## config.mk

```make
export PLATFORM = sky130hd
export DESIGN_NAME = smm_regs
export DESIGN_NICKNAME = d
export VERILOG_FILES = /design/src/smm_pkg.sv /design/src/smm_regs.sv
export SDC_FILE = /design/constraint.sdc
export NUM_CORES = 1
export LEC_CHECK = 0
export ABC_AREA = 1
export BUFFER_PORTS_ARGS = -buffer_cell sky130_fd_sc_hd__clkbuf_2
export CAP_MARGIN = 40
export CELL_PAD_IN_SITES_DETAIL_PLACEMENT = 0
export CELL_PAD_IN_SITES_GLOBAL_PLACEMENT = 2
export CORE_MARGIN = 5
export CORE_UTILIZATION = 30
export CTS_CLUSTER_SIZE = 30
export DETAILED_ROUTE_END_ITERATION = 8
export PLACE_DENSITY = 0.75
export SLEW_MARGIN = 20
export SYNTH_ARGS = -nofsm -noshare
export SYNTH_HDL_FRONTEND = slang
export SYNTH_SLANG_ARGS = --single-unit
```

## constraint.sdc

```tcl
create_clock -name clk_sys -period 27.7 [get_ports clk_sys]
set_input_delay 4.155 -clock clk_sys [delete_from_list [all_inputs] [get_ports clk_sys]]
set_output_delay 4.155 -clock clk_sys [all_outputs]
set_load 0.05 [all_outputs]
```

## src/smm_pkg.sv

```systemverilog
package smm_pkg;

    // ------------------------------------------------------------
    // Register numbers
    // ------------------------------------------------------------
    localparam logic [15:0] SMM_STATUS_ADDR   = 16'h2200;
    localparam logic [15:0] SMM_FSRC_ADDR     = 16'h2201;
    localparam logic [15:0] SMM_RSRC_ADDR     = 16'h2202;
    localparam logic [15:0] SMM_BASE_ADDR     = 16'h2203;
    localparam logic [15:0] SMM_MAXF_ADDR     = 16'h2204;
    localparam logic [15:0] SMM_MSH_ADDR      = 16'h2216;
    localparam logic [15:0] SMM_MSL_ADDR      = 16'h2217;
    localparam logic [15:0] SMM_BOOST_ADDR    = 16'h223b;
    localparam logic [15:0] SMM_MBV_ADDR      = 16'h223c;
    localparam logic [15:0] SMM_MBF_ADDR      = 16'h223d;
    localparam logic [15:0] SMM_VFC_ADDR      = 16'h223e;
    localparam logic [15:0] SMM_VFG_ADDR      = 16'h223f;
    localparam logic [15:0] SMM_VCG_ADDR      = 16'h2240;
    localparam logic [15:0] SMM_SCG_ADDR      = 16'h2241;
    localparam logic [15:0] SMM_ULH_ADDR      = 16'h224f;
    localparam logic [15:0] SMM_ULL_ADDR      = 16'h2250;
    localparam logic [15:0] SMM_LLH_ADDR      = 16'h2251;
    localparam logic [15:0] SMM_LLL_ADDR      = 16'h2252;
    localparam logic [15:0] SMM_RMODE_ADDR    = 16'h2269;
    localparam logic [15:0] SMM_RVOLT_ADDR    = 16'h226a;

    // ------------------------------------------------------------
    // Ranges and encodings
    // ------------------------------------------------------------
    localparam logic [15:0] SMM_RSRC_MIN      = 16'h0001;
    localparam logic [15:0] SMM_RSRC_MAX      = 16'h0004;
    localparam logic [15:0] SMM_FREQ_MIN      = 16'h012c;
    localparam logic [15:0] SMM_MAXF_MAX      = 16'h0fa0;
    localparam logic [31:0] SMM_DECI_TO_CENTI = 32'h0000000a;
    localparam logic [15:0] SMM_BOOST_MAX     = 16'h0001;
    localparam logic [15:0] SMM_MBV_MIN       = 16'h0014;
    localparam logic [15:0] SMM_MBV_MAX       = 16'h00c8;
    localparam logic [15:0] SMM_BYTE_MAX      = 16'h00ff;
    localparam logic [15:0] SMM_VFC_MAX       = 16'h0003;
    localparam logic [15:0] SMM_VFG_MIN       = 16'h0014;
    localparam logic [15:0] SMM_VFG_MAX       = 16'h0064;
    localparam logic [15:0] SMM_RMODE_MAX     = 16'h0002;
    localparam logic [15:0] SMM_LOWV_MAX      = 16'h0004;
    localparam logic [15:0] SMM_HIGHV_MIN     = 16'h0005;
    localparam logic [15:0] SMM_HIGHV_MAX     = 16'h000a;

    // ------------------------------------------------------------
    // Reset values and status bits
    // ------------------------------------------------------------
    localparam logic [15:0] SMM_FSRC_RST      = 16'h0001;
    localparam logic [15:0] SMM_RSRC_RST      = 16'h0001;
    localparam logic [15:0] SMM_FREQ_RST      = 16'h0258;
    localparam logic [15:0] SMM_MBV_RST       = 16'h0014;
    localparam logic [15:0] SMM_VFG_RST       = 16'h0064;
    localparam int          SMM_ST_REJ_BIT    = 0;
    localparam int          SMM_ST_UNM_BIT    = 1;
    localparam int          SMM_ST_HV_BIT     = 2;

    typedef enum logic [15:0] {
        SMM_SRC_KNOB     = 16'h0000,
        SMM_SRC_TERMINAL = 16'h0001,
        SMM_SRC_PANEL    = 16'h0002,
        SMM_SRC_SERIAL   = 16'h0003,
        SMM_SRC_OPTION   = 16'h0004,
        SMM_SRC_PULSE    = 16'h0006,
        SMM_SRC_SEQUENCE = 16'h0007,
        SMM_SRC_COMPUTED = 16'h000a
    } smm_freq_src_type;

    typedef struct packed {
        logic [15:0] addr;
        logic [15:0] wrData;
        logic        wr;
        logic        rd;
    } smm_bus_req_type;

    typedef struct packed {
        logic [15:0] freqSourceCode;
        logic [15:0] runSourceCode;
        logic [15:0] baseFreq;
        logic [15:0] maxFreq;
        logic [31:0] multispeedFrequency;
        logic [15:0] boostMethodCode;
        logic [15:0] boostValue;
        logic [15:0] boostFreq;
        logic [15:0] vfCurveCode;
        logic [15:0] vfGain;
        logic [15:0] voltCompGain;
        logic [15:0] slipCompGain;
        logic [31:0] upperFrequencyLimit;
        logic [31:0] lowerFrequencyLimit;
        logic [15:0] regulationModeCode;
        logic [15:0] regulationVoltageCode;
    } smm_settings_type;

endpackage

```

## src/smm_regs.sv

```systemverilog
`timescale 1ns/1ps
module smm_regs (
    input  wire logic                      clk_sys,
    input  wire logic                      rst,
    input  wire smm_pkg::smm_bus_req_type  busReq,
    input  wire logic [31:0]               startFreq,
    input  wire logic                      highVoltUnit,
    output logic [15:0]                    rdData,
    output smm_pkg::smm_settings_type      settings,
    output logic                           writeRejected,
    output logic                           accessUnmapped
);
    import smm_pkg::*;

    smm_settings_type cfg_reg;
    logic [15:0]      msStage_reg;
    logic [15:0]      ulStage_reg;
    logic [15:0]      llStage_reg;
    logic [15:0]      rdData_reg;
    logic [15:0]      rdData_next;
    logic [2:0]       status_reg;
    logic             hvMeta_reg;
    logic             hvSync_reg;
    logic             rej_reg;
    logic             unm_reg;
    logic             mapped;
    logic             legal;
    logic [15:0]      d;
    logic [31:0]      maxCenti;
    logic [31:0]      msNew;
    logic [31:0]      ulNew;
    logic [31:0]      llNew;
    logic             wrOk;
    logic             wrBad;

    assign d        = busReq.wrData;
    assign maxCenti = 32'({16'h0000, cfg_reg.maxFreq} * SMM_DECI_TO_CENTI);
    assign msNew    = {msStage_reg, d};
    assign ulNew    = {ulStage_reg, d};
    assign llNew    = {llStage_reg, d};
    assign wrOk     = busReq.wr && mapped && legal;
    assign wrBad    = busReq.wr && mapped && !legal;

    assign rdData         = rdData_reg;
    assign settings       = cfg_reg;
    assign writeRejected  = rej_reg;
    assign accessUnmapped = unm_reg;

    function automatic logic srcOk(input logic [15:0] v);
        case (v)
            SMM_SRC_KNOB, SMM_SRC_TERMINAL, SMM_SRC_PANEL,
            SMM_SRC_SERIAL, SMM_SRC_OPTION, SMM_SRC_PULSE,
            SMM_SRC_SEQUENCE, SMM_SRC_COMPUTED: srcOk = 1'b1;
            default: srcOk = 1'b0;
        endcase
    endfunction

    function automatic logic zeroOrIn(input logic [31:0] v,
                                      input logic [31:0] lo,
                                      input logic [31:0] hi);
        zeroOrIn = (v == 32'h00000000) || (v >= lo && v <= hi);
    endfunction

    // ------------------------------------------------------------
    // Voltage class strap synchroniser
    // ------------------------------------------------------------
    always_ff @(posedge clk_sys or posedge rst) begin
        if (rst) begin
            hvMeta_reg <= 1'b0;
            hvSync_reg <= 1'b0;
        end else begin
            hvMeta_reg <= highVoltUnit;
            hvSync_reg <= hvMeta_reg;
        end
    end

    // ------------------------------------------------------------
    // Write decode and legality check
    // ------------------------------------------------------------
    // A 32-bit value can only be judged once both halves are known,
    // so the high word is staged and the low word write commits.
    always_comb begin
        mapped = 1'b1;
        legal  = 1'b0;
        if (busReq.addr == SMM_STATUS_ADDR) begin
            legal = 1'b1;
        end else if (busReq.addr == SMM_FSRC_ADDR) begin
            legal = srcOk(d);
        end else if (busReq.addr == SMM_RSRC_ADDR) begin
            legal = d >= SMM_RSRC_MIN && d <= SMM_RSRC_MAX;
        end else if (busReq.addr == SMM_BASE_ADDR) begin
            legal = d >= SMM_FREQ_MIN && d <= cfg_reg.maxFreq;
        end else if (busReq.addr == SMM_MAXF_ADDR) begin
            legal = d >= SMM_FREQ_MIN && d <= SMM_MAXF_MAX;
        end else if (busReq.addr == SMM_MSH_ADDR) begin
            legal = 1'b1;
        end else if (busReq.addr == SMM_MSL_ADDR) begin
            legal = zeroOrIn(msNew, startFreq, maxCenti);
        end else if (busReq.addr == SMM_BOOST_ADDR) begin
            legal = d <= SMM_BOOST_MAX;
        end else if (busReq.addr == SMM_MBV_ADDR) begin
            legal = d >= SMM_MBV_MIN && d <= SMM_MBV_MAX;
        end else if (busReq.addr == SMM_MBF_ADDR) begin
            legal = d <= SMM_BYTE_MAX;
        end else if (busReq.addr == SMM_VFC_ADDR) begin
            legal = d <= SMM_VFC_MAX;
        end else if (busReq.addr == SMM_VFG_ADDR) begin
            legal = d >= SMM_VFG_MIN && d <= SMM_VFG_MAX;
        end else if (busReq.addr == SMM_VCG_ADDR ||
                     busReq.addr == SMM_SCG_ADDR) begin
            legal = d <= SMM_BYTE_MAX;
        end else if (busReq.addr == SMM_ULH_ADDR ||
                     busReq.addr == SMM_LLH_ADDR) begin
            legal = 1'b1;
        end else if (busReq.addr == SMM_ULL_ADDR) begin
            legal = zeroOrIn(ulNew, cfg_reg.lowerFrequencyLimit,
                             maxCenti);
        end else if (busReq.addr == SMM_LLL_ADDR) begin
            legal = zeroOrIn(llNew, startFreq, maxCenti);
        end else if (busReq.addr == SMM_RMODE_ADDR) begin
            legal = d <= SMM_RMODE_MAX;
        end else if (busReq.addr == SMM_RVOLT_ADDR) begin
            legal = hvSync_reg ? (d >= SMM_HIGHV_MIN &&
                                  d <= SMM_HIGHV_MAX)
                               : (d <= SMM_LOWV_MAX);
        end else begin
            mapped = 1'b0;
        end
    end

    // ------------------------------------------------------------
    // Stored settings
    // ------------------------------------------------------------
    always_ff @(posedge clk_sys or posedge rst) begin
        if (rst) begin
            cfg_reg <= '0;
            cfg_reg.freqSourceCode <= SMM_FSRC_RST;
            cfg_reg.runSourceCode  <= SMM_RSRC_RST;
            cfg_reg.baseFreq       <= SMM_FREQ_RST;
            cfg_reg.maxFreq        <= SMM_FREQ_RST;
            cfg_reg.boostValue     <= SMM_MBV_RST;
            cfg_reg.vfGain         <= SMM_VFG_RST;
        end else if (wrOk) begin
            if (busReq.addr == SMM_FSRC_ADDR) begin
                cfg_reg.freqSourceCode <= d;
            end else if (busReq.addr == SMM_RSRC_ADDR) begin
                cfg_reg.runSourceCode <= d;
            end else if (busReq.addr == SMM_BASE_ADDR) begin
                cfg_reg.baseFreq <= d;
            end else if (busReq.addr == SMM_MAXF_ADDR) begin
                cfg_reg.maxFreq <= d;
            end else if (busReq.addr == SMM_MSL_ADDR) begin
                cfg_reg.multispeedFrequency <= msNew;
            end else if (busReq.addr == SMM_BOOST_ADDR) begin
                cfg_reg.boostMethodCode <= d;
            end else if (busReq.addr == SMM_MBV_ADDR) begin
                cfg_reg.boostValue <= d;
            end else if (busReq.addr == SMM_MBF_ADDR) begin
                cfg_reg.boostFreq <= d;
            end else if (busReq.addr == SMM_VFC_ADDR) begin
                cfg_reg.vfCurveCode <= d;
            end else if (busReq.addr == SMM_VFG_ADDR) begin
                cfg_reg.vfGain <= d;
            end else if (busReq.addr == SMM_VCG_ADDR) begin
                cfg_reg.voltCompGain <= d;
            end else if (busReq.addr == SMM_SCG_ADDR) begin
                cfg_reg.slipCompGain <= d;
            end else if (busReq.addr == SMM_ULL_ADDR) begin
                cfg_reg.upperFrequencyLimit <= ulNew;
            end else if (busReq.addr == SMM_LLL_ADDR) begin
                cfg_reg.lowerFrequencyLimit <= llNew;
            end else if (busReq.addr == SMM_RMODE_ADDR) begin
                cfg_reg.regulationModeCode <= d;
            end else if (busReq.addr == SMM_RVOLT_ADDR) begin
                cfg_reg.regulationVoltageCode <= d;
            end
        end
    end

    // ------------------------------------------------------------
    // High-word staging
    // ------------------------------------------------------------
    always_ff @(posedge clk_sys or posedge rst) begin
        if (rst) begin
            msStage_reg <= 16'h0000;
            ulStage_reg <= 16'h0000;
            llStage_reg <= 16'h0000;
        end else if (busReq.wr) begin
            if (busReq.addr == SMM_MSH_ADDR) begin
                msStage_reg <= d;
            end else if (busReq.addr == SMM_ULH_ADDR) begin
                ulStage_reg <= d;
            end else if (busReq.addr == SMM_LLH_ADDR) begin
                llStage_reg <= d;
            end
        end
    end

    // ------------------------------------------------------------
    // Status and access error pulses
    // ------------------------------------------------------------
    // Hardware set wins over a software clear in the same cycle.
    always_ff @(posedge clk_sys or posedge rst) begin
        if (rst) begin
            status_reg <= 3'h0;
            rej_reg    <= 1'b0;
            unm_reg    <= 1'b0;
        end else begin
            rej_reg <= wrBad;
            unm_reg <= (busReq.wr || busReq.rd) && !mapped;
            if (busReq.wr && busReq.addr == SMM_STATUS_ADDR) begin
                status_reg[1:0] <= status_reg[1:0] & ~d[1:0];
            end
            if (wrBad) begin
                status_reg[SMM_ST_REJ_BIT] <= 1'b1;
            end
            if ((busReq.wr || busReq.rd) && !mapped) begin
                status_reg[SMM_ST_UNM_BIT] <= 1'b1;
            end
            status_reg[SMM_ST_HV_BIT] <= hvSync_reg;
        end
    end

    // ------------------------------------------------------------
    // Read path
    // ------------------------------------------------------------
    // High words read back the committed value, not the staged one.
    always_comb begin
        rdData_next = 16'h0000;
        if (!busReq.rd) begin
            rdData_next = 16'h0000;
        end else if (busReq.addr == SMM_STATUS_ADDR) begin
            rdData_next = {13'h0000, status_reg};
        end else if (busReq.addr == SMM_FSRC_ADDR) begin
            rdData_next = cfg_reg.freqSourceCode;
        end else if (busReq.addr == SMM_RSRC_ADDR) begin
            rdData_next = cfg_reg.runSourceCode;
        end else if (busReq.addr == SMM_BASE_ADDR) begin
            rdData_next = cfg_reg.baseFreq;
        end else if (busReq.addr == SMM_MAXF_ADDR) begin
            rdData_next = cfg_reg.maxFreq;
        end else if (busReq.addr == SMM_MSH_ADDR) begin
            rdData_next = cfg_reg.multispeedFrequency[31:16];
        end else if (busReq.addr == SMM_MSL_ADDR) begin
            rdData_next = cfg_reg.multispeedFrequency[15:0];
        end else if (busReq.addr == SMM_BOOST_ADDR) begin
            rdData_next = cfg_reg.boostMethodCode;
        end else if (busReq.addr == SMM_MBV_ADDR) begin
            rdData_next = cfg_reg.boostValue;
        end else if (busReq.addr == SMM_MBF_ADDR) begin
            rdData_next = cfg_reg.boostFreq;
        end else if (busReq.addr == SMM_VFC_ADDR) begin
            rdData_next = cfg_reg.vfCurveCode;
        end else if (busReq.addr == SMM_VFG_ADDR) begin
            rdData_next = cfg_reg.vfGain;
        end else if (busReq.addr == SMM_VCG_ADDR) begin
            rdData_next = cfg_reg.voltCompGain;
        end else if (busReq.addr == SMM_SCG_ADDR) begin
            rdData_next = cfg_reg.slipCompGain;
        end else if (busReq.addr == SMM_ULH_ADDR) begin
            rdData_next = cfg_reg.upperFrequencyLimit[31:16];
        end else if (busReq.addr == SMM_ULL_ADDR) begin
            rdData_next = cfg_reg.upperFrequencyLimit[15:0];
        end else if (busReq.addr == SMM_LLH_ADDR) begin
            rdData_next = cfg_reg.lowerFrequencyLimit[31:16];
        end else if (busReq.addr == SMM_LLL_ADDR) begin
            rdData_next = cfg_reg.lowerFrequencyLimit[15:0];
        end else if (busReq.addr == SMM_RMODE_ADDR) begin
            rdData_next = cfg_reg.regulationModeCode;
        end else if (busReq.addr == SMM_RVOLT_ADDR) begin
            rdData_next = cfg_reg.regulationVoltageCode;
        end
    end

    always_ff @(posedge clk_sys or posedge rst) begin
        if (rst) begin
            rdData_reg <= 16'h0000;
        end else begin
            rdData_reg <= rdData_next;
        end
    end
endmodule

```

==> results of run 1 <==
## power groups by stage
stage	sequential, mW	clock, mW	combinational [mW]
global placement	0.558	0	0.0577
finish	0.549	0.602	0.0603
detailed placement	0.558	0	0.0611
CTS	0.549	0.614	0.0613
floorplan	0.559	0	0.0274
global route	0.548	0.637	0.0671
## final cells by class
class	instances	area (um2)	share of cell area (%)
clock inverters	12	125.1	0.4997
well taps	882	1104	4.408
multi-input cells	1671	9225	36.84
flip-flops and latches	375	9403	37.55
clock buffers	69	1378	5.502
repair buffers	428	2379	9.500
inverters	377	1425	5.692
## worst max-delay path by stage
stage / startpoint / to / cells after the start
finish: busReq[18] / settings[178]$_DFFE_PP1P_ / 16
global route: busReq[18] / settings[182]$_DFFE_PP0P_ / 16
CTS: busReq[18] / settings[211]$_DFFE_PP0P_ / 15
detailed placement: busReq[18] / settings[211]$_DFFE_PP0P_ / 15
global placement: busReq[18] / settings[215]$_DFFE_PP0P_ / 16
floorplan: rst / accessUnmapped$_DFF_PP0_ / 1
## placed cells by master (no fill, tap or decap), types with 5 or more instances in the layout
cell type / instances
clkbuf_8: 14
a211oi_1: 5
a21oi_1: 152
inv_1: 358
o21ai_1: 21
nand4_1: 27
o31ai_1: 15
o21ai_2: 18
ha_1: 145
nor2_2: 7
dfstp_2: 15
buf_4: 24
clkinv_2: 8
nor2_1: 148
nor3_1: 14
o21ai_0: 218
o221a_2: 5
nor2_4: 5
nand2_2: 5
o211ai_1: 23
clkbuf_1: 9
clkinv_1: 6
inv_2: 11
o221ai_1: 39
a31o_2: 8
xor2_1: 7
a31oi_1: 13
dfrtp_1: 360
nor4_1: 18
nand3_2: 8
clkbuf_16: 46
nand2_1: 631
nand3_1: 90
clkbuf_2: 390
## through the flow
| stage | cell area, um2 | total power, mW | hold slack, ps | util [%] | cells |
|---|---|---|---|---|---|
| 4_1_cts | 25000 | 1.224 | 379.7 | 36.64 | 3811 |
| 6_report | 25040 | 1.211 | 378.8 | 36.70 | 3814 |
| 3_3_place_gp | 23280 | 0.6162 | 358.5 | 34.12 | 3718 |
| 5_1_grt | 25040 | 1.252 | 379.9 | 36.70 | 3814 |
| 2_1_floorplan | 20550 | 0.5863 | 331.2 | - | 2524 |
| 3_5_place_dp | 23490 | 0.6195 | 358.2 | 34.43 | 3730 |
## critical path: cells and delay by family
| kind | cells | cell delay, ps |
|---|---|---|
| and+or+nand+nor | 9 | 2790 |
| buffers and inverters | 6 | 1580 |
| AOI/OAI and AO/OA | 1 | 350 |
## layer usage
| layer | global-route usage [%] | part of all wire [%] |
|---|---|---|
| met4 | 7.255 | 3.3 |
| met2 | 38.89 | 47 |
| met5 | 0 | 0.060 |
| met1 | 31.84 | 43 |
| met3 | 4.941 | 6.5 |
## cells by family after synthesis
group | Yosys count
compound gates | 543
simple gates | 971
buf+inv | 478
fa+ha+maj | 146
flops | 375
xor+xnor | 11
==> results.toml, run 1 <==
[global_route]
grt_pass1_wl_mm = 131.7
grt.overflow.total = 0
grt_pass1_vias = 19134
grt_usage_pct = 23.79
grt_max_degree = 90
antenna_found_initial = 3

[timing]
finalMaxSlewViolations = 0
worst_slew_margin_rel_pct = 45.26
setup_viol = 0
setup_tns_ps = 0
fin_crit_ps = 8427
finalHoldViolCount = 0
rsz0062_at_grt = "false"
finalWorstSetupSlack_ps = 19270
fin_crit_sh_pct = 30.42
skew_ps = 30.50
worstMarginPinSlew_ps = 820.2
fmax_mhz = 118.7

[worst_setup_path]
cp_cell_sequence = "clkbuf_2 > inv_1 > nor2_4 > clkinv_1 > nor2_2 > inv_1 > buf_6 > nand2_1 > nor3_1 > nand4_1 > nor3_1 > nor2_1 > nand2_2 > inv_4 > nand2_1 > o21ai_0"
critPathArrivalTime_ps = 8920
critPathKind = "input port to flop"
r2r-end = "settings[178]$_DFFE_PP1P_"
critical-path-max-stage-delay_ps = 640
worst_setup_path_end_kind = "flop"
critPathLaunchType = "input port"
worstRegToRegCells = 34
cp_max_fo = 24
ff2ff_setup_slack_ps = 22240
rr_startpoint = "settings[243]$_DFFE_PP1P_"
crit_slowest_cell = "nor2_2"
worstPathRequired_ps = 28190

[die]
die_area_um2 = 73830
rows = 96
dieHeight_um = 271.7
io_pins = 391
start_util_pct = 30.12
coreArea_um2 = 68230
fp.dieW_um = 271.7

[synthesis]
synth_edf_count = 0
ys_top_cells_by_count = "nand2_1, dfrtp_1, inv_1"
async_flop_share_pct = 100.0
synth-main-ff-cell = "dfrtp_1"
synth_area_leader_cell = "dfrtp_1"
synthDominantCellAreaShare_pct = 43.84
synth_compound_area_share_pct = 15.58
synth_xor_area_share_pct = 0.4688
ys_warn_count = 0
synth_top_family_by_area = "simple AND/OR/NAND/NOR gates"
synthesis.nets = 2739
ys_seq_area_share_pct = 45.76
yosys.area_share.simple_pct = 19.90
synth_most_common_cell = "nand2_1"
ys_ff_latch = 375
synth_area_um2 = 20550
synth_fa_ha_area_share_pct = 8.926
avgSynthCellArea_um2 = 8.142
synthCells = 2524
synth_area_leaders = "dfrtp_1, nand2_1, ha_1"
synthMuxAreaShare_pct = 0
synth.distinct_cells = 60

[place]
place.gp.congestion = 0.8602
pre_cts_ws_ps = 18340
dp_hpwl_mm = 69.03
portBuffers = 390

[cells_and_area]
syn_to_final_growth_pct = 21.84
layout-drive-gt1-share_pct = 20.23
largest_reg_flops = 304
n_antenna_cell = 0
fin_nets = 3112
fillers = 7165

[clock_tree]
clkTransAtPathRegs_ps = 60
ctsLongestPathBuffers = 3
root_buffer = "clkbuf_16"
clk_latency_ps = 580
tritoncts = "built"
cts_setup_buffers = 0
ctsResizeCount = 0
cts-buffers-inserted = 44
htreeDepth = 2
cts_hold_buf = 0
clkSinkCount = 375

[routing]
drt_iter0_drc = 1423
drc = 0
vias_per_cell = 5.067
ant_nets = 0
drt_wl_total_mm = 90.00
wl_per_cell_um = 23.60
firstDrtPassIters = 7
num_vias = 19325

[min_path]
min_path_cells = 0
hold_end = "hvSync_reg$_DFF_PP0_"
hp-class = "flop to flop"
worstHoldStart = "hvMeta_reg$_DFF_PP0_"

[job]
cap_viol_max_count = 0

[power_and_ir_drop]
p_switching_mw = 0.2886
power_frac_clock_pct = 49.7
power.density_nw_per_um2 = 48.37
leakage_nw = 13.84
p_int_mw = 0.9224
vdd_drop_max_v = 0.00004279
pwr-share-comb_pct = 5.0
pwr-share-seq_pct = 45.3
switching_share_pct = 23.83

[status]
status = "completed"
Note: power is estimated with default switching activity, not from simulation.
==> inputs of run 2 (changes only) <==
PLACE_DENSITY = 0.78   (was 0.75)
clock period = 7 ns   (was 27.7 ns; I/O delays follow)
==> run 2 against run 1 <==
Compared with the run above:
- highest routed layer unchanged
- critical path depth is 18 higher
- largest cell class unchanged
- sequential power grew to 4.0 times the previous value
- combinational power grew to 4.0 times the previous value
- largest power group unchanged
- design area is 0.48% higher
- non-clock buffer count is 8 higher
==> results.toml, run 2 (synthesis gave the netlist of run 1 again) <==
[clock_tree]
tritoncts = "built"
root_buffer = "clkbuf_16"
clk_latency_ps = 590
cts-buffers-inserted = 45
cts_setup_buffers = 0
clkSinkCount = 375
clkTransAtPathRegs_ps = 60
ctsLongestPathBuffers = 3
ctsResizeCount = 0
cts_hold_buf = 0
htreeDepth = 2

[min_path]
hp-class = "flop to flop"
worstHoldStart = "hvSync_reg$_DFF_PP0_"
hold_end = "status_reg[2]$_DFF_PP0_"
min_path_cells = 0

[worst_setup_path]
crit_slowest_cell = "dfstp_2"
worstRegToRegCells = 34
worstPathRequired_ps = 7490
worst_setup_path_end_kind = "flop"
critPathLaunchType = "flop"
critPathArrivalTime_ps = 5910
rr_startpoint = "settings[243]$_DFFE_PP1P_"
cp_num_cells = 34
r2r-end = "settings[178]$_DFFE_PP1P_"
critical-path-max-stage-delay_ps = 560
cpLargestDelayFamily = "simple AND/OR/NAND/NOR gates"
cp_common_cell = "nand2_1"
critPathKind = "flop to flop"
cp_max_fo = 24
cp.buffers_inverters = 2
ff2ff_setup_slack_ps = 1580

[global_route]
met1_usage_pct = 31.44
grt_pass1_wl_mm = 131.1
met2_usage_pct = 39.62
use_met3_pct = 4.623
grt_usage_pct = 23.57
antenna_found_initial = 7
grt_pass1_vias = 19018
grt.overflow.total = 0
grt_max_degree = 160
grt-busiest-layer = "met2"

[place]
dp_cells = 3739
dp_hpwl_mm = 68.39
place.gp.congestion = 0.8731
portBuffers = 390

[timing]
worst_slew_margin_rel_pct = 33.79
finalMaxSlewViolations = 0
skew_ps = 15.05
rsz0062_at_grt = "false"
setup_tns_ps = 0
finalHoldViolCount = 0
fin_crit_sh_pct = 77.40
holdWs_ps = 427.2
setup_viol = 0
fmax_mhz = 184.6
fin_crit_ps = 5418
worstMarginPinSlew_ps = 993.1

[cells_and_area]
syn_to_final_growth_pct = 22.43
layout-drive-gt1-share_pct = 20.35
fin_cells = 3822
final_common_cell = "nand2_1"
fin_nets = 3121
fin_util_pct = 36.88
layout_common_cells = "nand2_1, clkbuf_2, dfrtp_1"
largest_reg_flops = 304

[routing]
wl_per_cell_um = 23.38
vias_per_cell = 5.006
drt_iter0_drc = 1556
drt_wl_total_mm = 89.36
firstDrtPassIters = 7
drc = 0
ant_nets = 0
num_vias = 19134

[power_and_ir_drop]
vdd_drop_max_v = 0.0001684
power.density_nw_per_um2 = 192.5
leakage_nw = 13.89

[die]
rows = 96
io_pins = 391
coreArea_um2 = 68230
fp.dieW_um = 271.7
dieHeight_um = 271.7
die_area_um2 = 73830
start_util_pct = 30.12

[status]
status = "completed"

[job]
cap_viol_max_count = 0
## run 2: cell count changes in the layout (fill, tap and decap cells not counted), sizes merged, moves of 2 or more
cell,delta
inv,+2
clkinv,-5
buf,+9
bufinv,+2
## run 2: area by class of cell
type                            count  area [um2]
Timing Repair Buffer              436        2492
Fill cell                        7131       43070
Inverter                          377        1421
Multi-Input combinational cell   1671        9231
Tap cell                          882        1104
Antenna cell                        1       2.502
Clock inverter                     12       182.7
Clock buffer                       68        1323
Sequential cell                   375        9403
## run 2: per-stage QoR
stage          power [mW]  area (um2)  worst slack [ps]
3_3_place_gp        2.443       23370              1205
6_report            4.843       25160              1582
3_5_place_dp        2.455       23600              1327
4_1_cts             4.904       25110              1542
2_1_floorplan       2.321       20550             926.2
5_1_grt             5.012       25160              1067
## run 2: how the worst max path moves through the flow
| stage | from | end | slack [ps] |
|---|---|---|---|
| global placement | busReq[26] | settings[41]$_DFFE_PP0P_ | 1200 |
| CTS | settings[243]$_DFFE_PP1P_ | settings[217]$_DFFE_PP0P_ | 1540 |
| floorplan | rst | accessUnmapped$_DFF_PP0_ | 930 |
| global route | settings[243]$_DFFE_PP1P_ | settings[179]$_DFFE_PP0P_ | 1070 |
| finish | settings[243]$_DFFE_PP1P_ | settings[178]$_DFFE_PP1P_ | 1580 |
| detailed placement | busReq[26] | settings[217]$_DFFE_PP0P_ | 1330 |
## run 2: routing by layer
metal	wire, um	vias to the layer above
li1	-	9086
met5	51	-
met3	5845	113
met1	38590	9326
met4	2178	8
met2	42700	601
## run 2: worst reg2reg max path, delay by kind of cell (launching register included)
kind / cells / cell delay (ps)
flops: 1 / 560
xor+xnor: 1 / 100
simple gates: 26 / 2920
compound gates: 2 / 540
fa+ha+maj: 3 / 930
buf+inv: 2 / 290
## run 2: power breakdown
group	switching [mW]	internal, mW	total, mW	leakage, nW
registers	0.000933	2.17	2.17	4.88
logic	0.183	0.0568	0.240	8.26
clock network	0.981	1.45	2.43	0.743
